## config.mk

```make
export PLATFORM = sky130hd
export DESIGN_NAME = card_atr_sender
export DESIGN_NICKNAME = d
export VERILOG_FILES = /design/src/rtl/card_atr_pkg.sv /design/src/rtl/card_atr_sender.sv
export SDC_FILE = /design/constraint.sdc
export NUM_CORES = 1
export LEC_CHECK = 0
export BUFFER_PORTS_ARGS = -buffer_cell sky130_fd_sc_hd__clkbuf_2
export CAP_MARGIN = 15
export CORE_MARGIN = 2
export CORE_UTILIZATION = 45
export CTS_CLUSTER_SIZE = 8
export DETAILED_ROUTE_END_ITERATION = 16
export MAX_ROUTING_LAYER = met4
export PLACE_DENSITY = 0.77
export SLEW_MARGIN = 0
export SYNTH_ARGS = -nofsm -noshare
export SYNTH_HDL_FRONTEND = slang
export SYNTH_SLANG_ARGS = --single-unit
```

## constraint.sdc

```tcl
create_clock -name CLK -period 2.88 [get_ports CLK]
set_input_delay 0.432 -clock CLK [delete_from_list [all_inputs] [get_ports CLK]]
set_output_delay 0.432 -clock CLK [all_outputs]
set_load 0.03 [all_outputs]
```

## src/rtl/card_atr_pkg.sv

```systemverilog
// Shared constants and types of the card answer-to-reset sender
`default_nettype none
package card_atr_pkg;
   // Register byte addresses
   localparam logic [3:0] CLASS_ADDR = 4'h0;
   localparam logic [3:0] STATUS_ADDR = 4'h4;
   // Supported class mask, bit 0 class A up to bit 4 class E
   localparam int CLS_W = 5;
   localparam logic [4:0] CLASS_RST = 5'h06;
   // Timing in card clock periods
   localparam int ETU_CLK = 372;
   localparam int ATR_DELAY_CLK = 400;
   // Character frame: start, 8 data, parity, 2 guard
   localparam int CHAR_BITS = 12;
   localparam int PARITY_BIT = 9;
   localparam int ATR_LEN = 6;
   // Fixed answer bytes: direct convention, one T=0 group, then T=15
   localparam logic [7:0] TS_DIRECT = 8'h3B;
   localparam logic [7:0] T0_BYTE = 8'h80;
   localparam logic [7:0] TD1_BYTE = 8'h80;
   localparam logic [7:0] TD2_BYTE = 8'h1F;
   localparam logic [1:0] RESP_OKAY = 2'h0;
   localparam logic [1:0] RESP_SLVERR = 2'h2;
   typedef enum {ST_IDLE, ST_WAIT, ST_SEND, ST_DONE} atr_state_t;
   typedef struct packed {
      logic io_line;
      logic rejected;
      logic done;
      logic busy;
   } status_t;
endpackage
`default_nettype wire

```

## src/rtl/card_atr_sender.sv

```systemverilog
// Card side answer-to-reset sender with supply class advertisement
//
// What this block does
// - Card times everything from terminal clock
// - Class byte bits 0..4 mark classes A..E
// - Several supported classes must be adjacent
// - First bytes after every reset: answer-to-reset
// - Answer always holds the T=15 global group
`default_nettype none
module card_atr_sender #(
   parameter int ETU = card_atr_pkg::ETU_CLK,
   parameter int DELAY = card_atr_pkg::ATR_DELAY_CLK
) (
   // System
   input wire logic CLK,
   input wire logic RST_B,
   // Card contacts
   input wire logic CARD_CLK,
   input wire logic CARD_RST_B,
   input wire logic IO_IN,
   output logic IO_OUT,
   output logic IO_OE,
   // AXI4-Lite write
   input wire logic [3:0] S_AXI_AWADDR,
   input wire logic S_AXI_AWVALID,
   output logic S_AXI_AWREADY,
   input wire logic [31:0] S_AXI_WDATA,
   input wire logic [3:0] S_AXI_WSTRB,
   input wire logic S_AXI_WVALID,
   output logic S_AXI_WREADY,
   output logic [1:0] S_AXI_BRESP,
   output logic S_AXI_BVALID,
   input wire logic S_AXI_BREADY,
   // AXI4-Lite read
   input wire logic [3:0] S_AXI_ARADDR,
   input wire logic S_AXI_ARVALID,
   output logic S_AXI_ARREADY,
   output logic [31:0] S_AXI_RDATA,
   output logic [1:0] S_AXI_RRESP,
   output logic S_AXI_RVALID,
   input wire logic S_AXI_RREADY
);
   // Pin synchronisers, third stage only for edge finding
   logic [2:0] cclk_sync_reg;
   logic [1:0] crst_sync_reg;
   logic [1:0] io_sync_reg;
   always_ff @(posedge CLK) begin
      if (!RST_B) begin
         cclk_sync_reg <= 3'h0;
         crst_sync_reg <= 2'h0;
         io_sync_reg <= 2'h3;
      end else begin
         cclk_sync_reg <= {cclk_sync_reg[1:0], CARD_CLK};
         crst_sync_reg <= {crst_sync_reg[0], CARD_RST_B};
         io_sync_reg <= {io_sync_reg[0], IO_IN};
      end
   end
   logic clk_rise;
   logic card_rst_b_s;
   assign clk_rise = cclk_sync_reg[1] & ~cclk_sync_reg[2];
   assign card_rst_b_s = crst_sync_reg[1];

   // Non-empty run of adjacent ones: adding lowest one clears the run
   function automatic logic class_legal(input logic [4:0] v);
      logic [5:0] sum;
      sum = {1'b0, v} + {1'b0, v & (~v + 5'h01)};
      class_legal = (v != 5'h00) && ((sum[4:0] & v) == 5'h00);
   endfunction

   // Frame bit of the current character
   function automatic logic frame_bit(input logic [7:0] d, input logic [3:0] b);
      if (b == 4'h0) begin
         frame_bit = 1'b0;
      end else if (b <= 4'h8) begin
         frame_bit = d[3'(b - 4'h1)];
      end else if (b == 4'(card_atr_pkg::PARITY_BIT)) begin
         frame_bit = ^d;
      end else begin
         frame_bit = 1'b1;
      end
   endfunction

   // Register bus state
   logic aw_hold_reg, aw_hold_next, w_hold_reg, w_hold_next;
   logic [3:0] aw_addr_reg, aw_addr_next;
   logic [31:0] w_data_reg, w_data_next;
   logic w_strb0_reg, w_strb0_next;
   logic awready_reg, awready_next, wready_reg, wready_next;
   logic bvalid_reg, bvalid_next, arready_reg, arready_next, rvalid_reg, rvalid_next;
   logic [1:0] bresp_reg, bresp_next, rresp_reg, rresp_next;
   logic [31:0] rdata_reg, rdata_next;
   logic [4:0] class_reg, class_next;
   logic rejected_reg, rejected_next;
   card_atr_pkg::atr_state_t state_reg, state_next;
   card_atr_pkg::status_t status;
   assign status = '{io_line: io_sync_reg[1], rejected: rejected_reg,
                     done: state_reg == card_atr_pkg::ST_DONE,
                     busy: state_reg == card_atr_pkg::ST_WAIT ||
                           state_reg == card_atr_pkg::ST_SEND};

   // Bus slave: address and data in either order, one answer each
   always_comb begin
      logic do_write, set_rej;
      do_write = 1'b0;
      set_rej = 1'b0;
      aw_hold_next = aw_hold_reg;
      aw_addr_next = aw_addr_reg;
      w_hold_next = w_hold_reg;
      w_data_next = w_data_reg;
      w_strb0_next = w_strb0_reg;
      bvalid_next = bvalid_reg;
      bresp_next = bresp_reg;
      arready_next = arready_reg;
      rvalid_next = rvalid_reg;
      rresp_next = rresp_reg;
      rdata_next = rdata_reg;
      class_next = class_reg;
      rejected_next = rejected_reg;
      if (S_AXI_AWVALID && awready_reg) begin
         aw_hold_next = 1'b1;
         aw_addr_next = S_AXI_AWADDR;
      end
      if (S_AXI_WVALID && wready_reg) begin
         w_hold_next = 1'b1;
         w_data_next = S_AXI_WDATA;
         w_strb0_next = S_AXI_WSTRB[0];
      end
      if (bvalid_reg && S_AXI_BREADY) begin
         bvalid_next = 1'b0;
      end
      if (aw_hold_reg && w_hold_reg && !bvalid_reg) begin
         do_write = 1'b1;
         aw_hold_next = 1'b0;
         w_hold_next = 1'b0;
         bvalid_next = 1'b1;
         bresp_next = card_atr_pkg::RESP_OKAY;
      end
      if (do_write && aw_addr_reg == card_atr_pkg::CLASS_ADDR) begin
         if (w_strb0_reg && class_legal(w_data_reg[4:0])) begin
            class_next = w_data_reg[4:0];
         end else if (w_strb0_reg) begin
            set_rej = 1'b1;
         end
      end else if (do_write && aw_addr_reg == card_atr_pkg::STATUS_ADDR) begin
         if (w_strb0_reg && w_data_reg[2]) begin
            rejected_next = 1'b0;
         end
      end else if (do_write) begin
         bresp_next = card_atr_pkg::RESP_SLVERR;
      end
      if (set_rej) begin
         rejected_next = 1'b1; // Set wins over clear
      end
      if (rvalid_reg && S_AXI_RREADY) begin
         rvalid_next = 1'b0;
      end
      if (S_AXI_ARVALID && arready_reg) begin
         rvalid_next = 1'b1;
         rresp_next = card_atr_pkg::RESP_OKAY;
         if (S_AXI_ARADDR == card_atr_pkg::CLASS_ADDR) begin
            rdata_next = {27'h0, class_reg};
         end else if (S_AXI_ARADDR == card_atr_pkg::STATUS_ADDR) begin
            rdata_next = {28'h0, status};
         end else begin
            rdata_next = 32'h0;
            rresp_next = card_atr_pkg::RESP_SLVERR;
         end
      end
      arready_next = !rvalid_next;
      awready_next = !aw_hold_next;
      wready_next = !w_hold_next;
   end

   always_ff @(posedge CLK) begin
      if (!RST_B) begin
         aw_hold_reg <= 1'b0;
         aw_addr_reg <= 4'h0;
         w_hold_reg <= 1'b0;
         w_data_reg <= 32'h0;
         w_strb0_reg <= 1'b0;
         awready_reg <= 1'b0;
         wready_reg <= 1'b0;
         bvalid_reg <= 1'b0;
         bresp_reg <= 2'h0;
         arready_reg <= 1'b0;
         rvalid_reg <= 1'b0;
         rresp_reg <= 2'h0;
         rdata_reg <= 32'h0;
         class_reg <= card_atr_pkg::CLASS_RST;
         rejected_reg <= 1'b0;
      end else begin
         aw_hold_reg <= aw_hold_next;
         aw_addr_reg <= aw_addr_next;
         w_hold_reg <= w_hold_next;
         w_data_reg <= w_data_next;
         w_strb0_reg <= w_strb0_next;
         awready_reg <= awready_next;
         wready_reg <= wready_next;
         bvalid_reg <= bvalid_next;
         bresp_reg <= bresp_next;
         arready_reg <= arready_next;
         rvalid_reg <= rvalid_next;
         rresp_reg <= rresp_next;
         rdata_reg <= rdata_next;
         class_reg <= class_next;
         rejected_reg <= rejected_next;
      end
   end
   assign S_AXI_AWREADY = awready_reg;
   assign S_AXI_WREADY = wready_reg;
   assign S_AXI_BVALID = bvalid_reg;
   assign S_AXI_BRESP = bresp_reg;
   assign S_AXI_ARREADY = arready_reg;
   assign S_AXI_RVALID = rvalid_reg;
   assign S_AXI_RRESP = rresp_reg;
   assign S_AXI_RDATA = rdata_reg;

   // Answer engine, paced only by sampled card clock edges
   logic [15:0] cnt_reg, cnt_next;
   logic [3:0] bit_reg, bit_next;
   logic [2:0] byte_reg, byte_next;
   logic [4:0] cls_lat_reg, cls_lat_next;
   logic oe_reg, oe_next;
   logic [7:0] cur_byte;
   always_comb begin
      case (byte_reg)
         3'h0: cur_byte = card_atr_pkg::TS_DIRECT;
         3'h1: cur_byte = card_atr_pkg::T0_BYTE;
         3'h2: cur_byte = card_atr_pkg::TD1_BYTE;
         3'h3: cur_byte = card_atr_pkg::TD2_BYTE;
         3'h4: cur_byte = {3'h0, cls_lat_reg};
         default: cur_byte = card_atr_pkg::TD2_BYTE ^ {3'h0, cls_lat_reg};
      endcase
   end

   always_comb begin
      state_next = state_reg;
      cnt_next = cnt_reg;
      bit_next = bit_reg;
      byte_next = byte_reg;
      cls_lat_next = cls_lat_reg;
      oe_next = 1'b0;
      case (state_reg)
         card_atr_pkg::ST_IDLE: begin
            if (card_rst_b_s) begin
               state_next = card_atr_pkg::ST_WAIT;
               cnt_next = 16'h0;
               cls_lat_next = class_reg;
            end
         end
         card_atr_pkg::ST_WAIT: begin
            if (clk_rise && cnt_reg == 16'(DELAY - 1)) begin
               state_next = card_atr_pkg::ST_SEND;
               cnt_next = 16'h0;
               bit_next = 4'h0;
               byte_next = 3'h0;
            end else if (clk_rise) begin
               cnt_next = cnt_reg + 16'h1;
            end
         end
         card_atr_pkg::ST_SEND: begin
            oe_next = !frame_bit(cur_byte, bit_reg);
            if (clk_rise && cnt_reg == 16'(ETU - 1)) begin
               cnt_next = 16'h0;
               if (bit_reg == 4'(card_atr_pkg::CHAR_BITS - 1)) begin
                  bit_next = 4'h0;
                  if (byte_reg == 3'(card_atr_pkg::ATR_LEN - 1)) begin
                     state_next = card_atr_pkg::ST_DONE;
                  end else begin
                     byte_next = byte_reg + 3'h1;
                  end
               end else begin
                  bit_next = bit_reg + 4'h1;
               end
            end else if (clk_rise) begin
               cnt_next = cnt_reg + 16'h1;
            end
         end
         card_atr_pkg::ST_DONE: begin
            state_next = card_atr_pkg::ST_DONE;
         end
         default: begin
            state_next = card_atr_pkg::ST_IDLE;
         end
      endcase
      if (!card_rst_b_s) begin
         state_next = card_atr_pkg::ST_IDLE;
         oe_next = 1'b0;
      end
   end

   always_ff @(posedge CLK) begin
      if (!RST_B) begin
         state_reg <= card_atr_pkg::ST_IDLE;
         cnt_reg <= 16'h0;
         bit_reg <= 4'h0;
         byte_reg <= 3'h0;
         cls_lat_reg <= card_atr_pkg::CLASS_RST;
         oe_reg <= 1'b0;
      end else begin
         state_reg <= state_next;
         cnt_reg <= cnt_next;
         bit_reg <= bit_next;
         byte_reg <= byte_next;
         cls_lat_reg <= cls_lat_next;
         oe_reg <= oe_next;
      end
   end
   // Open drain: pull low only, high by terminal pull-up
   assign IO_OE = oe_reg;
   assign IO_OUT = 1'b0;
endmodule
`default_nettype wire

```

# Yosys cells after proc, flatten, opt, wreduce, memory -nomap -nowiden
# Index checks and enable logic that the tools add are counted.
[word_totals] regBits=127 in_bits=54 output_inout_bits=43 word_cells=155
[op_classes] add_sub_neg=6 magnitude_cmp=2 eq_ne=24 mux=50 bitwise_logic=6 reduce_logical=43
[op_table] op="two-way mux 32 bit" n=4
[op_table] op="case mux 32 bit (4 select lines)" n=1
[op_table] op="equality test 32 x 2 -> 1 bit, second input constant" n=3
[op_table] op="equality test 32 x 3 -> 1 bit, second input constant" n=2
[op_table] op="two-way mux 16 bit" n=4
[op_table] op="case mux 16 bit (3 select lines)" n=1
[op_table] op="equality test 16 x 9 -> 1 bit, second input constant" n=2
[op_table] op="equality test 32 x 1 -> 1 bit, second input constant" n=1
[op_table] op="logical NOT 32 bit" n=1
[op_table] op="case mux 8 bit (4 select lines)" n=1
[op_table] op="two-way mux 1 bit" n=21
[op_table] op="adder 16 x 1 -> 16 bit, second input constant" n=1
[op_table] op="two-way mux 4 bit" n=4
[op_table] op="logical AND 1 bit" n=14
[op_table] op="logical NOT 4 bit" n=3
[op_table] op="two-way mux 2 bit" n=6
[op_table] op="two-way mux 3 bit" n=4
[op_table] op="inequality test 2 bit, second input constant" n=6
[op_table] op="AND 5 bit" n=2
[op_table] op="inverter 5 bit" n=2
[op_table] op="AND reduction 3 bit" n=3
[op_table] op="equality test 4 x 3 -> 1 bit, second input constant" n=2
[op_table] op="equality test 4 bit, second input constant" n=2
[op_table] op="case mux 4 bit (2 select lines)" n=1
[op_table] op="28 further kinds" n=40

# Longest topological paths before layout
[logic_depth] depth_word=12 ltp_mapped=9 ltp_nobuf=8

# Worst setup path after synthesis
# Ideal clock, no wire load.
[synth_timing] kind="reg2reg" startpoint="register state_reg[0]" endpoint="register cnt_reg[4]" setup_ns=0.115 arrival_ns=1.887 required_time_ns=2.765 path_slack_ns=0.878 path_stages_with_launch=9 n_path_buf=1 period_less_slack_ns=2.002 cell_sequence="dfxtp_1 -> inv_1 -> ha_1 -> or2_2 -> a221oi_4 -> nor2b_2 -> o21ai_4 -> buf_4 -> nor2_1"
[synth_via] elab_chain_cells=3 word_cells_on_any_way=7 classes_between="3 x eq/ne; 1 x mux; 3 x reduce/logical"
[synth_lines] element="from (decl)" line_no="card_atr_sender.sv:94" text="card_atr_pkg::atr_state_t state_reg, state_next;"
[synth_lines] element="from (signal assigned)" line_no="card_atr_sender.sv:294" text="state_reg <= card_atr_pkg::ST_IDLE;"
[synth_lines] element="from (signal assigned)" line_no="card_atr_sender.sv:301" text="state_reg <= state_next;"
[synth_lines] element="equality test 32 x 2 -> 1 bit (tied with other cells)" line_no="card_atr_sender.sv:243" text="case (state_reg)"
[synth_lines] element="nonzero test 3 bit (no source line) or inequality test 2 bit (tied branches)"
[synth_lines] element="AND reduction 2 bit (no source line)"
[synth_lines] element="to (signal assigned)" line_no="card_atr_sender.sv:302" text="cnt_reg <= cnt_next;"
[synth_lines] element="to (decl)" line_no="card_atr_sender.sv:219" text="logic [15:0] cnt_reg, cnt_next;"
# Parallel ways exist; a longest one is shown, timed or not.
# A chain may end at the register's enable or synchronous reset.

# Final worst setup path
# Same ends and word-level chain as after synthesis.

==> impl_metrics.toml <==
[outcome]
outcome = "complete, no violations"

[power_and_ir_drop]
clockPowerShare_pct = 38.5
total_power_mw = 1.92
leakagePower_nw = 1.59
power_density_mw_per_mm2 = 487
peakVddDrop_uv = 347
combPwrFrac_pct = 9.7
p_int_mw = 1.42
p_sw_share_pct = 26.0
switching_power_uw = 499
pwr-share-seq_pct = 51.8

[place]
dpl.hpwl_mm = 4.86
gp_congestion = 0.811
dp.cells = 542
dpl-instance-area_mm2 = 0.00377
io_buffer_count = 37

[detailed_routing]
routedWlPerCell_um = 11.8
first_pass_iters = 4
vias = 2835
drc = 0
wl_met2_mm = 3.08
drtIter0Drc = 105
wl_mm = 6.58
route.met3.wl_um = 407
viasPerCell = 5.10
antenna_left = 0
routed.top_layer = "met4"
m1WireLength_mm = 3.01

[final_layout]
n_antenna_cell = 0
syn2layout_area_growth_pct = 8.87
layout-drive-gt1-share_pct = 13.4
final_area_mm2 = 0.00395
stdcell_count = 556
fin_util_pct = 50.8
fillers = 711
nets = 520
largest_reg_flops = 16

[clock_network]
cts-buffers-inserted = 9
clk_latency_ps = 350
htreeDepth = 3
cts_resized = 0
cts-hold-fix-buffers = 0
clock_sinks = 69
clockBufferDepth = 2
root_buffer = "clkbuf_8"
post_cts_buffers = 0
cts_tree = "yes"
clk_pin_slew_worst_paths_ps = 70

[yosys]
synth_warnings = 0
synth_common_cells = "dfxtp_1 (69), nand2_1 (48), buf_4 (30), nor2_1 (27), nand3_1 (26)"
synth_top_area_cell = "dfxtp_1"
synth_fa_ha_area_share_pct = 5.18
synth_edf_count = 0
synth_cell_types = 55
synth_top_area_share_pct = 38.1
async_flop_share_pct = 0
synth_xor_area_share_pct = 4.83
synth_cells = 419
synth_most_common_cell = "dfxtp_1"
synthMuxAreaShare_pct = 3.04
ys_ff_latch = 69
synth-simple-area-share_pct = 25.9
synth_compound_area_share_pct = 13.9
synth_area_leaders = "dfxtp_1 (38%), buf_4 (6.2%), ha_1 (5.2%)"
synth_top_family_by_area = "simple AND/OR/NAND/NOR gates"
ys_seq_area_share_pct = 38.1
synthFlopType = "dfxtp_1"
netlist_area_mm2 = 0.00362
avgSynthCellArea_um2 = 8.65

[floorplan]
core-area_mm2 = 0.00777
row_count = 32
die_h_um = 93.8
io_pins = 97
initial_core_util_pct = 46.7
die_area_mm2 = 0.00879
die_x_um = 93.8

[setup_path]
worstSetupPathType = "reg -> reg"
worst_ep_arrival_time_ps = 2620
worstPathRequired_ps = 3090
cp-start-kind = "flip-flop"
end_kind = "flip-flop"
critPathMaxFanout = 16

[sta]
slew_viol_final = 0
min_period_over_period_pct = 83.7
tightest_slew_ps = 688
final.min_clock_period_ps = 2410
fin_skew_ps = 13.1
setup_viol = 0
fmax_ghz = 0.415
final.setup.tns_ps = 0
finalHoldViolations = 0
rsz0062_at_grt = "no"
slew_headroom_pct = 52.8

[grt]
track_usage_pct = 16.0
grt_max_degree = 36
antenna_found_initial = 0
grt-ovfl-total = 0
grt_pass1_wl_mm = 10.9
first_global_vias = 2531

[job]
cap_violations = 0

[min_path]
hp-class = "in -> reg"
## layer usage
layer / up-vias / track usage (%)
met1: 1303 / 19.5
met2: 77 / 25.4
met5: - / -
li1: 1448 / -
met3: 7 / 3.37
met4: 0 / 7.49
## cell usage in the layout (no fill, tap or decap), types with 7 or more instances in the layout
master    netlist  final
nand2b_1        8      8
nand3_1        26     26
ha_1           15     15
nor3_1          8      8
a21oi_1        18     18
xor2_1         14     14
nand2_1        48     48
nand4_1         7      7
clkbuf_2        2     37
conb_1          1     29
nor2_1         27     27
clkbuf_8        0      9
nor2b_1        18     18
inv_1           9      9
mux2i_1        11     11
o21ai_0         7      7
a21boi_0       18     18
dfxtp_1        69     69
## critical path: stages (launching register included)
cell	delay [ps]
dfxtp_1	410
inv_1	110
ha_1	360
or2_2	400
a221oi_4	400
nor2b_2	110
o21ai_4	390
nor2_1	100
## cell type report
class	instances	area, µm²	area share [%]
multi-input combinational	323	2020	51.3
clock buffer	10	128	3.23
timing repair buffer	39	200	5.07
sequential	69	1380	35.0
inverter	9	33.8	0.856
tap	102	128	3.23
clock inverter	4	51.3	1.30
## kinds of logic (layout without fill, tap and decap cells)
logic type	count (synthesis)	after routing
compound gates	71	71
fa+ha+maj	15	15
flops	69	69
mux	11	11
buf+inv	55	62
other cells	1	29
simple gates	177	177
xor+xnor	20	20
## path summary, 6_finish.rpt
path                                from                          end  slack, ps  depth (start not counted)
min                                IO_IN    io_sync_reg[0]$_SDFF_PN1_        280                          2
max            state_reg[0]$_SDFFE_PN0P_      cnt_reg[4]$_SDFFE_PN0P_        470                          7
max reg2reg    state_reg[0]$_SDFFE_PN0P_      cnt_reg[4]$_SDFFE_PN0P_        470                          7
min reg2reg  crst_sync_reg[0]$_SDFF_PN0_  crst_sync_reg[1]$_SDFF_PN0_        440                          1
## through the flow
step	hold WS [ps]	worst slack (ps)
after global routing	270	281
after floorplan	386	878
after CTS	258	449
after global placement	426	513
after detailed placement	428	467
final	275	469
## power groups by stage
stage | Combinational, mW | Sequential [mW] | Clock [mW]
finish | 0.187 | 0.997 | 0.739
global route | 0.205 | 1.00 | 0.796
CTS | 0.187 | 0.997 | 0.760
detailed placement | 0.186 | 1.02 | 0
global placement | 0.184 | 1.02 | 0
floorplan | 0.171 | 1.02 | 0
(Power assumes the default switching activity.)
